[src/include/posm_pkg.sv]
/*
  Package for the pin output source multiplexer: register map, field layout,
  reset values and source selector codes.
  Assumes a 32-bit AXI4-Lite register bus with byte addressing.
*/
package posm_pkg;

  localparam int NUM_PORTS = 5;
  localparam int PINS_PER_PORT = 8;
  localparam int NUM_PINS = NUM_PORTS * PINS_PER_PORT;
  localparam int SEL_W = 5;
  localparam int NUM_SRC = 23;

  // Port indices
  localparam int PORT_A = 0;
  localparam int PORT_B = 1;
  localparam int PORT_C = 2;
  localparam int PORT_D = 3;
  localparam int PORT_E = 4;

  // Register map: one word per pin selector, then threshold words, then config
  localparam logic [11:0] SEL_BASE_ADDR = 12'h000;
  localparam logic [11:0] LVL_BASE_ADDR = 12'h100;
  localparam logic [11:0] CFG_ADDR = 12'h200;
  localparam logic [11:0] STAT_ADDR = 12'h204;

  localparam logic [7:0] SEL_RESET = 8'h00;
  localparam logic [7:0] LVL_RESET = 8'hff;
  localparam logic [7:0] SEL_FIELD_MASK = 8'h1f;
  // Port E has four pins on the larger package and only pin 3 on the smaller
  localparam logic [7:0] LVL_E_MASK_LARGE = 8'h0f;
  localparam logic [7:0] LVL_E_MASK_SMALL = 8'h08;
  localparam logic [7:0] LVL_FULL_MASK = 8'hff;
  localparam logic [7:0] LVL_NONE_MASK = 8'h00;

  // Config register fields
  localparam int CFG_TWO_WIRE_BIT = 0;

  localparam logic [1:0] RESP_OKAY = 2'b00;
  localparam logic [1:0] RESP_SLVERR = 2'b10;

  // Output source selector codes
  typedef enum logic [4:0] {
    POSM_SRC_LATCH = 5'h00,
    POSM_SRC_WG_A = 5'h01,
    POSM_SRC_WG_B = 5'h02,
    POSM_SRC_WG_C = 5'h03,
    POSM_SRC_WG_D = 5'h04,
    POSM_SRC_CAPTURE_COMPARE_ONE = 5'h05,
    POSM_SRC_CAPTURE_COMPARE_TWO = 5'h06,
    POSM_SRC_PM3 = 5'h07,
    POSM_SRC_PM4 = 5'h08,
    POSM_SRC_AS1_TX = 5'h09,
    POSM_SRC_AS1_RX = 5'h0a,
    POSM_SRC_AS2_TX = 5'h0b,
    POSM_SRC_AS2_RX = 5'h0c,
    POSM_SRC_COMPARATOR_ONE = 5'h0d,
    POSM_SRC_COMPARATOR_TWO = 5'h0e,
    POSM_SRC_SS1_CLK = 5'h0f,
    POSM_SRC_SS1_DAT = 5'h10,
    POSM_SRC_SS2_CLK = 5'h11,
    POSM_SRC_SS2_DAT = 5'h12,
    POSM_SRC_TIMER_ZERO_OUT = 5'h13,
    POSM_SRC_REFCLK = 5'h14,
    POSM_SRC_DSM = 5'h15,
    POSM_SRC_GRD_A = 5'h16,
    POSM_SRC_GRD_B = 5'h17
  } posm_src_t;

  // Per-source allowed ports, bit n = port n (A..E); small then large package
  localparam logic [NUM_PORTS-1:0] ALLOW_SMALL [0:NUM_SRC] = '{
    5'h07, 5'h06, 5'h06, 5'h06, 5'h06, 5'h06, 5'h06, 5'h05, 5'h05,
    5'h06, 5'h06, 5'h06, 5'h06, 5'h05, 5'h05, 5'h06, 5'h06, 5'h06,
    5'h06, 5'h06, 5'h06, 5'h05, 5'h05, 5'h05};
  localparam logic [NUM_PORTS-1:0] ALLOW_LARGE [0:NUM_SRC] = '{
    5'h1f, 5'h06, 5'h0a, 5'h0a, 5'h0a, 5'h06, 5'h06, 5'h09, 5'h05,
    5'h06, 5'h06, 5'h0a, 5'h0a, 5'h09, 5'h11, 5'h06, 5'h06, 5'h0a,
    5'h0a, 5'h06, 5'h06, 5'h09, 5'h05, 5'h05};

  // Pins that use the two-wire Schmitt path when picked by the serial port
  localparam logic [NUM_PINS-1:0] TWO_WIRE_PINS = 40'h00_03_18_06_00;

endpackage : posm_pkg

[src/logic/posm_top.sv]
/*
  Pin output source multiplexer with per-pin input threshold selection.
  Holds the selector and threshold registers behind an AXI4-Lite slave.
  Assumes peripheral outputs and latches are on clk_sys_i; pin levels arrive
  asynchronously and are synchronised here.
*/
`timescale 1ns/10ps
`default_nettype none

module posm_top
  import posm_pkg::*;
#(
  parameter bit LARGE_PACKAGE = 1'b1
) (
  input wire logic clk_sys_i,
  input wire logic rst_i,
  input wire logic por_bor_rst_i,
  input wire logic [NUM_PINS-1:0] pin_output_latch_i,
  input wire logic [3:0] waveform_gen_out_i,
  input wire logic capture_compare_one_i,
  input wire logic capture_compare_two_i,
  input wire logic pulse_modulator_three_i,
  input wire logic pulse_modulator_four_i,
  input wire logic [1:0] async_tx_i,
  input wire logic [1:0] async_rx_i,
  input wire logic comparator_one_i,
  input wire logic comparator_two_i,
  input wire logic [1:0] sync_clk_i,
  input wire logic [1:0] sync_dat_i,
  input wire logic timer_zero_out_i,
  input wire logic reference_clock_out_i,
  input wire logic data_signal_modulator_i,
  input wire logic adc_guard_ring_a_i,
  input wire logic adc_guard_ring_b_i,
  input wire logic [NUM_PINS-1:0] sync_port_in_sel_i,
  input wire logic [NUM_PINS-1:0] pin_schmitt_i,
  input wire logic [NUM_PINS-1:0] pin_ttl_i,
  output logic [NUM_PINS-1:0] pin_out_o,
  output logic [NUM_PINS-1:0] pin_in_o,
  output logic [NUM_PINS-1:0] pin_schmitt_sel_o,
  input wire logic [11:0] s_axi_awaddr,
  input wire logic s_axi_awvalid,
  output logic s_axi_awready,
  input wire logic [31:0] s_axi_wdata,
  input wire logic [3:0] s_axi_wstrb,
  input wire logic s_axi_wvalid,
  output logic s_axi_wready,
  output logic [1:0] s_axi_bresp,
  output logic s_axi_bvalid,
  input wire logic s_axi_bready,
  input wire logic [11:0] s_axi_araddr,
  input wire logic s_axi_arvalid,
  output logic s_axi_arready,
  output logic [31:0] s_axi_rdata,
  output logic [1:0] s_axi_rresp,
  output logic s_axi_rvalid,
  input wire logic s_axi_rready
);

  localparam logic [NUM_PORTS-1:0] PORT_PRESENT = LARGE_PACKAGE ? 5'h1f : 5'h17;

  logic [SEL_W-1:0] sel_ff [0:NUM_PINS-1];
  logic [7:0] lvl_ff [0:NUM_PORTS-1];
  logic two_wire_ff;
  logic [NUM_PINS-1:0] schm_meta_ff, schm_sync_ff, ttl_meta_ff, ttl_sync_ff;
  logic [NUM_PINS-1:0] pin_out_ff, pin_in_ff;
  logic [NUM_SRC:0] src_vec;

  // Write channel state: address and data may arrive in either order
  logic aw_held_ff, w_held_ff;
  logic [11:0] awaddr_ff;
  logic [31:0] wdata_ff;
  logic [3:0] wstrb_ff;
  logic bvalid_ff, rvalid_ff;
  logic [1:0] bresp_ff, rresp_ff;
  logic [31:0] rdata_ff;

  assign src_vec = {adc_guard_ring_b_i, adc_guard_ring_a_i, data_signal_modulator_i,
                    reference_clock_out_i, timer_zero_out_i,
                    sync_dat_i[1], sync_clk_i[1], sync_dat_i[0], sync_clk_i[0],
                    comparator_two_i, comparator_one_i,
                    async_rx_i[1], async_tx_i[1], async_rx_i[0], async_tx_i[0],
                    pulse_modulator_four_i, pulse_modulator_three_i,
                    capture_compare_two_i, capture_compare_one_i,
                    waveform_gen_out_i, 1'b0};

  // Address decode helpers
  function automatic logic addr_ok(input logic [11:0] a);
    logic [9:0] idx;
    idx = a[11:2];
    if (a[11:8] == SEL_BASE_ADDR[11:8])
      addr_ok = (idx[5:0] < 6'(NUM_PINS)) && PORT_PRESENT[idx[5:3]];
    else if (a[11:8] == LVL_BASE_ADDR[11:8])
      addr_ok = (idx[5:0] < 6'(NUM_PORTS)) && PORT_PRESENT[idx[2:0]];
    else
      addr_ok = (a[11:2] == CFG_ADDR[11:2]) || (a[11:2] == STAT_ADDR[11:2]);
  endfunction : addr_ok

  function automatic logic [7:0] lvl_mask(input int p);
    if (p == PORT_E)
      lvl_mask = LARGE_PACKAGE ? LVL_E_MASK_LARGE : LVL_E_MASK_SMALL;
    else if (PORT_PRESENT[p])
      lvl_mask = LVL_FULL_MASK;
    else
      lvl_mask = LVL_NONE_MASK;
  endfunction : lvl_mask

  logic wr_fire;
  assign wr_fire = aw_held_ff && w_held_ff && !bvalid_ff;
  assign s_axi_awready = !aw_held_ff && !bvalid_ff;
  assign s_axi_wready = !w_held_ff && !bvalid_ff;
  assign s_axi_bvalid = bvalid_ff;
  assign s_axi_bresp = bresp_ff;
  assign s_axi_arready = !rvalid_ff;
  assign s_axi_rvalid = rvalid_ff;
  assign s_axi_rdata = rdata_ff;
  assign s_axi_rresp = rresp_ff;

  always_ff @(posedge clk_sys_i) begin
    if (rst_i) begin
      aw_held_ff <= 1'b0;
      w_held_ff <= 1'b0;
      awaddr_ff <= 12'h000;
      wdata_ff <= 32'h0000_0000;
      wstrb_ff <= 4'h0;
      bvalid_ff <= 1'b0;
      bresp_ff <= RESP_OKAY;
    end else begin
      if (s_axi_awvalid && s_axi_awready) begin
        aw_held_ff <= 1'b1;
        awaddr_ff <= s_axi_awaddr;
      end
      if (s_axi_wvalid && s_axi_wready) begin
        w_held_ff <= 1'b1;
        wdata_ff <= s_axi_wdata;
        wstrb_ff <= s_axi_wstrb;
      end
      if (wr_fire) begin
        aw_held_ff <= 1'b0;
        w_held_ff <= 1'b0;
        bvalid_ff <= 1'b1;
        bresp_ff <= addr_ok(awaddr_ff) ? RESP_OKAY : RESP_SLVERR;
      end else if (bvalid_ff && s_axi_bready) begin
        bvalid_ff <= 1'b0;
      end
    end
  end

  // Selectors reset only by POR/BOR, so a plain system reset keeps pin routing
  generate
    for (genvar i = 0; i < NUM_PINS; i++) begin : g_sel
      always_ff @(posedge clk_sys_i) begin
        if (por_bor_rst_i) begin
          sel_ff[i] <= SEL_RESET[SEL_W-1:0];
        end else if (wr_fire && wstrb_ff[0] && addr_ok(awaddr_ff) &&
                     awaddr_ff[11:8] == SEL_BASE_ADDR[11:8] &&
                     awaddr_ff[7:2] == 6'(i)) begin
          sel_ff[i] <= wdata_ff[SEL_W-1:0];
        end
      end
    end
  endgenerate

  // Threshold bits come up Schmitt on POR/BOR and keep their value otherwise
  generate
    for (genvar p = 0; p < NUM_PORTS; p++) begin : g_lvl
      always_ff @(posedge clk_sys_i) begin
        if (por_bor_rst_i) begin
          lvl_ff[p] <= LVL_RESET & lvl_mask(p);
        end else if (wr_fire && wstrb_ff[0] && addr_ok(awaddr_ff) &&
                     awaddr_ff[11:8] == LVL_BASE_ADDR[11:8] &&
                     awaddr_ff[7:2] == 6'(p)) begin
          lvl_ff[p] <= wdata_ff[7:0] & lvl_mask(p);
        end
      end
    end
  endgenerate

  always_ff @(posedge clk_sys_i) begin
    if (rst_i) begin
      two_wire_ff <= 1'b0;
    end else if (wr_fire && wstrb_ff[0] && awaddr_ff[11:2] == CFG_ADDR[11:2]) begin
      two_wire_ff <= wdata_ff[CFG_TWO_WIRE_BIT];
    end
  end

  // Read channel; status word reports the package variant
  always_ff @(posedge clk_sys_i) begin
    if (rst_i) begin
      rvalid_ff <= 1'b0;
      rdata_ff <= 32'h0000_0000;
      rresp_ff <= RESP_OKAY;
    end else if (s_axi_arvalid && s_axi_arready) begin
      rvalid_ff <= 1'b1;
      rdata_ff <= 32'h0000_0000;
      rresp_ff <= addr_ok(s_axi_araddr) ? RESP_OKAY : RESP_SLVERR;
      if (!addr_ok(s_axi_araddr)) begin
        rdata_ff <= 32'h0000_0000;
      end else if (s_axi_araddr[11:8] == SEL_BASE_ADDR[11:8]) begin
        rdata_ff <= {27'h0, sel_ff[s_axi_araddr[7:2]]};
      end else if (s_axi_araddr[11:8] == LVL_BASE_ADDR[11:8]) begin
        rdata_ff <= {24'h0, lvl_ff[s_axi_araddr[4:2]]};
      end else if (s_axi_araddr[11:2] == CFG_ADDR[11:2]) begin
        rdata_ff <= {31'h0, two_wire_ff};
      end else begin
        rdata_ff <= {31'h0, LARGE_PACKAGE};
      end
    end else if (rvalid_ff && s_axi_rready) begin
      rvalid_ff <= 1'b0;
    end
  end

  // Pin levels are asynchronous: two flops before use
  always_ff @(posedge clk_sys_i) begin
    if (rst_i) begin
      schm_meta_ff <= '0;
      schm_sync_ff <= '0;
      ttl_meta_ff <= '0;
      ttl_sync_ff <= '0;
    end else begin
      schm_meta_ff <= pin_schmitt_i;
      schm_sync_ff <= schm_meta_ff;
      ttl_meta_ff <= pin_ttl_i;
      ttl_sync_ff <= ttl_meta_ff;
    end
  end

  generate
    for (genvar i = 0; i < NUM_PINS; i++) begin : g_pin
      localparam int PORT = i / PINS_PER_PORT;
      logic [NUM_PORTS-1:0] allow;
      logic legal, use_schm;
      assign allow = LARGE_PACKAGE ? ALLOW_LARGE[sel_ff[i]] : ALLOW_SMALL[sel_ff[i]];
      assign legal = (sel_ff[i] <= 5'(NUM_SRC)) && allow[PORT];
      // Two-wire mode overrides the threshold bit on the marked pins
      assign use_schm = lvl_ff[PORT][i % PINS_PER_PORT] ||
                        (TWO_WIRE_PINS[i] && two_wire_ff && sync_port_in_sel_i[i]);
      assign pin_schmitt_sel_o[i] = use_schm;

      always_ff @(posedge clk_sys_i) begin
        if (rst_i || !PORT_PRESENT[PORT]) begin
          pin_out_ff[i] <= 1'b0;
          pin_in_ff[i] <= 1'b0;
        end else begin
          if (sel_ff[i] == POSM_SRC_LATCH || !legal)
            pin_out_ff[i] <= pin_output_latch_i[i];
          else
            pin_out_ff[i] <= src_vec[sel_ff[i]];
          pin_in_ff[i] <= use_schm ? schm_sync_ff[i] : ttl_sync_ff[i];
        end
      end
    end
  endgenerate

  assign pin_out_o = pin_out_ff;
  assign pin_in_o = pin_in_ff;

endmodule : posm_top

`default_nettype wire

[config.mk]
export PLATFORM = sky130hd
export DESIGN_NAME = posm_top
export DESIGN_NICKNAME = d
export VERILOG_FILES = /design/src/include/posm_pkg.sv /design/src/logic/posm_top.sv
export SDC_FILE = /design/constraint.sdc
export NUM_CORES = 1
export LEC_CHECK = 0
export BUFFER_PORTS_ARGS = -buffer_cell sky130_fd_sc_hd__buf_4
export CELL_PAD_IN_SITES_DETAIL_PLACEMENT = 2
export CELL_PAD_IN_SITES_GLOBAL_PLACEMENT = 2
export CORE_ASPECT_RATIO = 1.75
export CORE_MARGIN = 2
export CORE_UTILIZATION = 25
export CTS_BUF_LIST = sky130_fd_sc_hd__clkbuf_4 sky130_fd_sc_hd__clkbuf_8
export DETAILED_ROUTE_END_ITERATION = 16
export PLACE_DENSITY = 0.55
export SLEW_MARGIN = 20
export SYNTH_ARGS = -nofsm -noshare
export SYNTH_HDL_FRONTEND = slang
export SYNTH_SLANG_ARGS = --single-unit
[constraint.sdc]
create_clock -name clk_sys_i -period 4.8 [get_ports clk_sys_i]
set_clock_uncertainty 0.1 [all_clocks]
set_input_delay 0.24 -clock clk_sys_i [delete_from_list [all_inputs] [get_ports clk_sys_i]]
set_output_delay 0.24 -clock clk_sys_i [all_outputs]
set_load 0.01 [all_outputs]
Word level (Yosys, flattened, before mapping):

Memories as Yosys holds them, arrays and structs flattened. A register that Yosys moved wholly into a read port is not among the register bits.
Index checks and enable logic that the tools add are counted.

* $lt $le $gt $ge: 128
* equality and inequality tests: 45
* multiplexer cells: 449
* bitwise logic cells: 85
* reductions and logical operators: 247

Operator list (count)
* 1-bit 2-to-1 mux: 291
* 5-bit 2-to-1 mux: 56
* 6-bit >= comparator, second input constant: 40
* 5-bit by 6-bit less-than comparator with 1-bit output, second input constant: 40
* 5-bit NOT with 6-bit output: 40
* 1-bit binary-select mux with 5-bit select: 40
* 5-bit less-or-equal comparator, second input constant: 40
* 5-bit zero test: 40
* 1-bit logical AND: 109
* 6-bit by 5-bit equality test with 1-bit output, second input constant: 16
* 4-bit 2-to-1 mux: 16
* 8-bit 2-to-1 mux: 8
* 3-bit 2-to-1 mux: 20
* 6-bit by 4-bit equality test with 1-bit output, second input constant: 8
* 6-bit equality test, second input constant: 8
* 1-bit logical OR: 48
* 1-bit bitwise OR: 45
* 1-bit zero test: 44
* 10-bit by 8-bit equality test with 1-bit output, second input constant: 4
* 2-bit 2-to-1 mux: 18
* 6-bit by 3-bit equality test with 1-bit output, second input constant: 4
* 3-bit by 4-bit less-than comparator with 1-bit output, second input constant: 4
* 6-bit by 2-bit equality test with 1-bit output, second input constant: 2
* 6-bit by 3-bit less-than comparator with 1-bit output, second input constant: 2
* other kinds (7): 11

* register bits: 302
* RAM bits: 240
* memory bits (read-only): 6432
* input port bits: 251
* output and inout port bits: 161
* logic and storage cells: 1095
* memories: 46

Memory list
* sel_ff: depth 40, bits a word 5, read ports 41, clocked after memory_dff 0, wr ports 40, line posm_top.sv:62 `logic [SEL_W-1:0] sel_ff [0:NUM_PINS-1];`
* (no name shown): depth 32, bits a word 5, read ports 1, clocked after memory_dff 0, wr ports 0, line posm_top.sv:233 `assign allow = LARGE_PACKAGE ? ALLOW_LARGE[sel_ff[i]] : ALLOW_SMALL[sel_ff[i]];`
* (no name shown): depth 32, bits a word 5, read ports 1, clocked after memory_dff 0, wr ports 0, line posm_top.sv:233
* (no name shown): depth 32, bits a word 5, read ports 1, clocked after memory_dff 0, wr ports 0, line posm_top.sv:233
* (no name shown): depth 32, bits a word 5, read ports 1, clocked after memory_dff 0, wr ports 0, line posm_top.sv:233
* (no name shown): depth 32, bits a word 5, read ports 1, clocked after memory_dff 0, wr ports 0, line posm_top.sv:233
* +40 memories

Longest topological paths before layout:

* word-level depth: 13
* depth in mapped cells: 9
* depth with buffers taken out: 7

Worst setup path before layout:

No wires, ideal clock.

* path kind: reg2reg
* start: memory sel_ff[31][0]
* end: register pin_out_ff[31] (netlist: pin_out_o[31])
* setup time: 0.132 ns
* arrival: 2.126 ns
* required time: 4.568 ns
* setup slack: 2.442 ns
* cell stages (with the launch flop): 9
* path buffers: 1
* clock period less this slack: 2.358 ns
* path through: edfxtp_1 > clkbuf_1 > inv_1 > ha_1 > mux2i_1 > o221a_2 > o32a_1 > nor4_1 > nor3_1

RTL lines
* start: declaration: line posm_top.sv:62
* end signal: indexed assignment: line posm_top.sv:246 `pin_out_ff[i] <= pin_output_latch_i[i];`
* end signal: indexed assignment: line posm_top.sv:248 `pin_out_ff[i] <= src_vec[sel_ff[i]];`
* end: declaration: line posm_top.sv:66 `logic [NUM_PINS-1:0] pin_out_ff, pin_in_ff;`

Worst setup path after layout:

* start: input port s_axi_araddr[3]
* end: register rdata_ff[0] (netlist: s_axi_rdata[0])

* cells in the longest elaborated chain, start to end: 8
* elaborated cells on any way between the ends: 19
* classes of those cells: order compare: 2; eq/ne: 2; mux: 9; reduce/logical: 3; memory: 3

RTL lines
* start: declaration: line posm_top.sv:51 `input wire logic [11:0] s_axi_araddr,`
* memory read 8 x 1 bit
* 1-bit 2-to-1 mux (not written as such): line posm_top.sv:94 `addr_ok = (idx[5:0] < 6'(NUM_PORTS)) && PORT_PRESENT[idx[2:0]];`
* 1-bit logical AND: line posm_top.sv:94
* 1-bit 2-to-1 mux (4 in a row)
* 8-bit 2-to-1 mux (*): line posm_top.sv:197 `if (!addr_ok(s_axi_araddr)) begin`
* end signal: assignment: line posm_top.sv:200 `rdata_ff <= {27'h0, sel_ff[s_axi_araddr[7:2]]};`
* end signal: assignment: line posm_top.sv:202 `rdata_ff <= {24'h0, lvl_ff[s_axi_araddr[4:2]]};`
* end signal: assignment: line posm_top.sv:204 `rdata_ff <= {31'h0, two_wire_ff};`
* end: declaration: line posm_top.sv:76 `logic [31:0] rdata_ff;`

Every way passes the cells marked *; elsewhere a longest branch is shown, timed or not. The select of a mux whose other input is x is not followed.
A chain may end at the register's enable or synchronous reset.

==> metrics.txt <==
outcome=finished clean; highest routed layer=met4; Net Sw Frac=27.28%; CP Cell Sequence=buf_4 -> buf_4 -> mux2i_1 -> o2111ai_1 -> dlygate4sd3_1 -> o2111a_1 -> dlygate4sd3_1 -> a22o_1 -> dlygate4sd3_1; Crit Path Category=in -> reg; Setup crit start kind=input port; wire length per cell=27.17 um; first-pass GRT wire length=183300 um; post-route minimum period=3.183 ns; Die Wd=261.6 um; crit path DAT=3.72 ns; Clock Root Buffer=clkbuf_8; synthesis warning total=0; TritonCTS clock tree=built; post-layout total power=11.04 mW; unrepaired setup endpoints after global routing=false; setup TNS=0 ns; WHS=0.09460 ns; total number of vias=23840; TritonCTS buffer count=85; GRT Residual Overflow=0; Clock Power Share=42.1%; Post-synth EDFFs=236; largest net degree at the start of global routing=98; CP max stage cell=buf_4; GPL Wtd Cong=0.8158; Synth Cell Area=29040 um^2; HP Class=in -> reg; Routed Wire Length=127200 um; clk sinks=502; Slew HR=30.59%; nets@finish=3457; Worst Path Required=5.34 ns; Top cell by count, worst path=dlygate4sd3_1; Final period util=66.30%; Skew-Pair Late Insertion Delay=0.78 ns; initial DRC count=1138; count of cell types in the netlist=72; nature of the critical path endpoint=register; register clock-pin slew on the reported worst setup and hold paths=0.07 ns; die height=454.8 um; Final Setup Violations=0; synthesis-stage register bit count=502; CP bufs+invs=5; Avg Inst Size Synth=10.73 um^2; cts hold-fix bufs=231; M1 WL=46630 um; Area growth syn-to-layout=25.81%; Least-Margin Pin Slew=1.033 ns; combinational cell fraction of total power=13.8%; Core Footprint=115400 um^2; row count=165; Largest delay share family, worst path=buffers and inverters; Cells after Synth=2707; leakage power=13.80 nW; max-cap violations=0; Routed met3 length=7064 um; Max Slew Vio Count=0; post-route ant nets=0; Resized Gates After CTS=0; I/O pins=412; layout cells sized above 1=23.47%; PD cells=302.2 nW/um^2; Post-route DRC=0; Starting Density=25.16%; sw power=3.012 mW; Final Non-Filler Cells=4682; met2 routed wirelength=67280 um; Die Area=119000 um^2; DP HPWL=89940 um; placed cells=4287; Max FO, Critical Path=56; Slowest Stage Delay on Critical Path=0.68 ns; Flop pwr share=44.2%; Async S/R FF share, synth=0%; worst-case vdd ir drop=0.1882 mV; Peak Freq=314.2 MHz; post-synthesis sequential area ratio=42.75%; gr usage total=21.21%; Post-CTS Setup Inserts=0; cell internal pwr=8.026 mW; Clock Path Buffers=3; Most used DFF post-synth=dfxtp_1; most common cell after layout, fill and taps aside=buf_4; IO buf count=312; initial antenna violation count=11; H-tree levels=3; most frequent cells in the layout=buf_4, nor2_1, dfxtp_1; Final Hold Vio Count=0; 1st-pass router iterations=5; number of global-route vias before repair=26620; DR vias/cell=5.092
-- cells in the mapped netlist (10+ instances only) --
| cell type | instances | area (um^2) |
|---|---|---|
| nand3b_1 | 10 | 75.07 |
| buf_4 | 54 | 405.4 |
| a21o_1 | 10 | 75.07 |
| dfxtp_1 | 266 | 5325 |
| nand2b_1 | 25 | 156.4 |
| o21ai_0 | 56 | 280.3 |
| nor3b_1 | 25 | 187.7 |
| a221oi_1 | 14 | 122.6 |
| nand3_1 | 21 | 105.1 |
| mux2_2 | 35 | 394.1 |
| mux2i_1 | 146 | 1461 |
| inv_1 | 136 | 510.5 |
| o21bai_1 | 27 | 202.7 |
| a211o_1 | 10 | 87.58 |
| nor2b_1 | 216 | 1351 |
| a211oi_1 | 25 | 187.7 |
| edfxtp_1 | 236 | 7087 |
| nor3_1 | 74 | 370.4 |
| mux4_2 | 200 | 4504 |
| nor4_1 | 25 | 156.4 |
| ha_1 | 104 | 1301 |
| nand2_1 | 183 | 686.9 |
| clkbuf_1 | 182 | 683.2 |
| and3_1 | 10 | 62.56 |
| a21oi_1 | 77 | 385.4 |
| nor2_1 | 322 | 1209 |
| buf_1 | 17 | 63.81 |
| buf_2 | 25 | 125.1 |
-- worst reg2reg max path: stages, from the launching register on --
cell           delay (ns)
edfxtp_1             0.57
nand2_1              0.16
o2111ai_1            0.11
dlygate4sd3_1        0.59
o2111a_1             0.22
dlygate4sd3_1        0.56
a22o_1               0.18
dlygate4sd3_1        0.55
-- logic make-up (layout without fill, tap and decap cells) --
logic type / after synthesis / after routing / share of synthesized area [%]
other cells: 1 / 39 / 0.01292
mux: 381 / 381 / 21.90
simple gates: 965 / 965 / 16.45
buf+inv: 418 / 852 / 6.313
flops: 502 / 502 / 42.75
fa+ha+maj: 104 / 104 / 4.482
compound gates: 336 / 336 / 8.093
-- final cells by class --
type                    count  area [um^2]
clock inverters            30        429.2
repair buffers            561         4797
inverters                 136        510.5
multi-input cells        1816        14910
fillers                 12390        78870
well taps                1503         1881
clock buffers             125         1564
diodes                      9        22.52
flip-flops and latches    502        12410
-- flip-flops by register name, summed over array words and instances, names as in the netlist, 10 cells and up --
| register | flops |
|---|---|
| sel_ff | 200 |
| pin_in_o | 40 |
| pin_out_o | 40 |
| ttl_meta_ff | 40 |
| ttl_sync_ff | 40 |
| lvl_ff | 36 |
| schm_meta_ff | 36 |
| schm_sync_ff | 36 |
| awaddr_ff | 10 |
-- metal layers --
metal,vias to the layer above,GRT usage [%]
met5,-,0
met4,0,10.01
met3,261,4.606
met2,805,39.47
met1,12330,22.39
li1,10450,-
-- worst paths after layout --
path                                        from             end  slack, ns  cells past startpoint
worst min register to register    ttl_meta_ff[7]  ttl_sync_ff[7]       0.33                      1
worst max register to register      lvl_ff[4][0]  s_axi_rdata[0]       1.64                      7
worst min-delay path            s_axi_araddr[10]  s_axi_rdata[6]       0.09                      5
worst max-delay path             s_axi_araddr[3]  s_axi_rdata[0]       1.62                      9
-- per-stage QoR --
stage / utilization, % / setup WS [ns] / cell area [um^2]
floorplan: - / 2.442 / 29140
global placement: 27.90 / 1.748 / 32200
detailed placement: 27.90 / 1.695 / 32200
CTS: 31.63 / 1.641 / 36510
global route: 31.65 / 1.456 / 36520
finish: 31.65 / 1.617 / 36530
-- power groups by stage --
stage | Combinational [mW] | Clock, mW | Sequential (mW)
floorplan | 0.880 | 0 | 4.82
global route | 1.64 | 4.99 | 4.90
CTS | 1.53 | 4.81 | 4.88
finish | 1.52 | 4.64 | 4.87
global placement | 1.32 | 0 | 4.96
detailed placement | 1.37 | 0 | 4.97
Power figures use the tool's default switching activity.
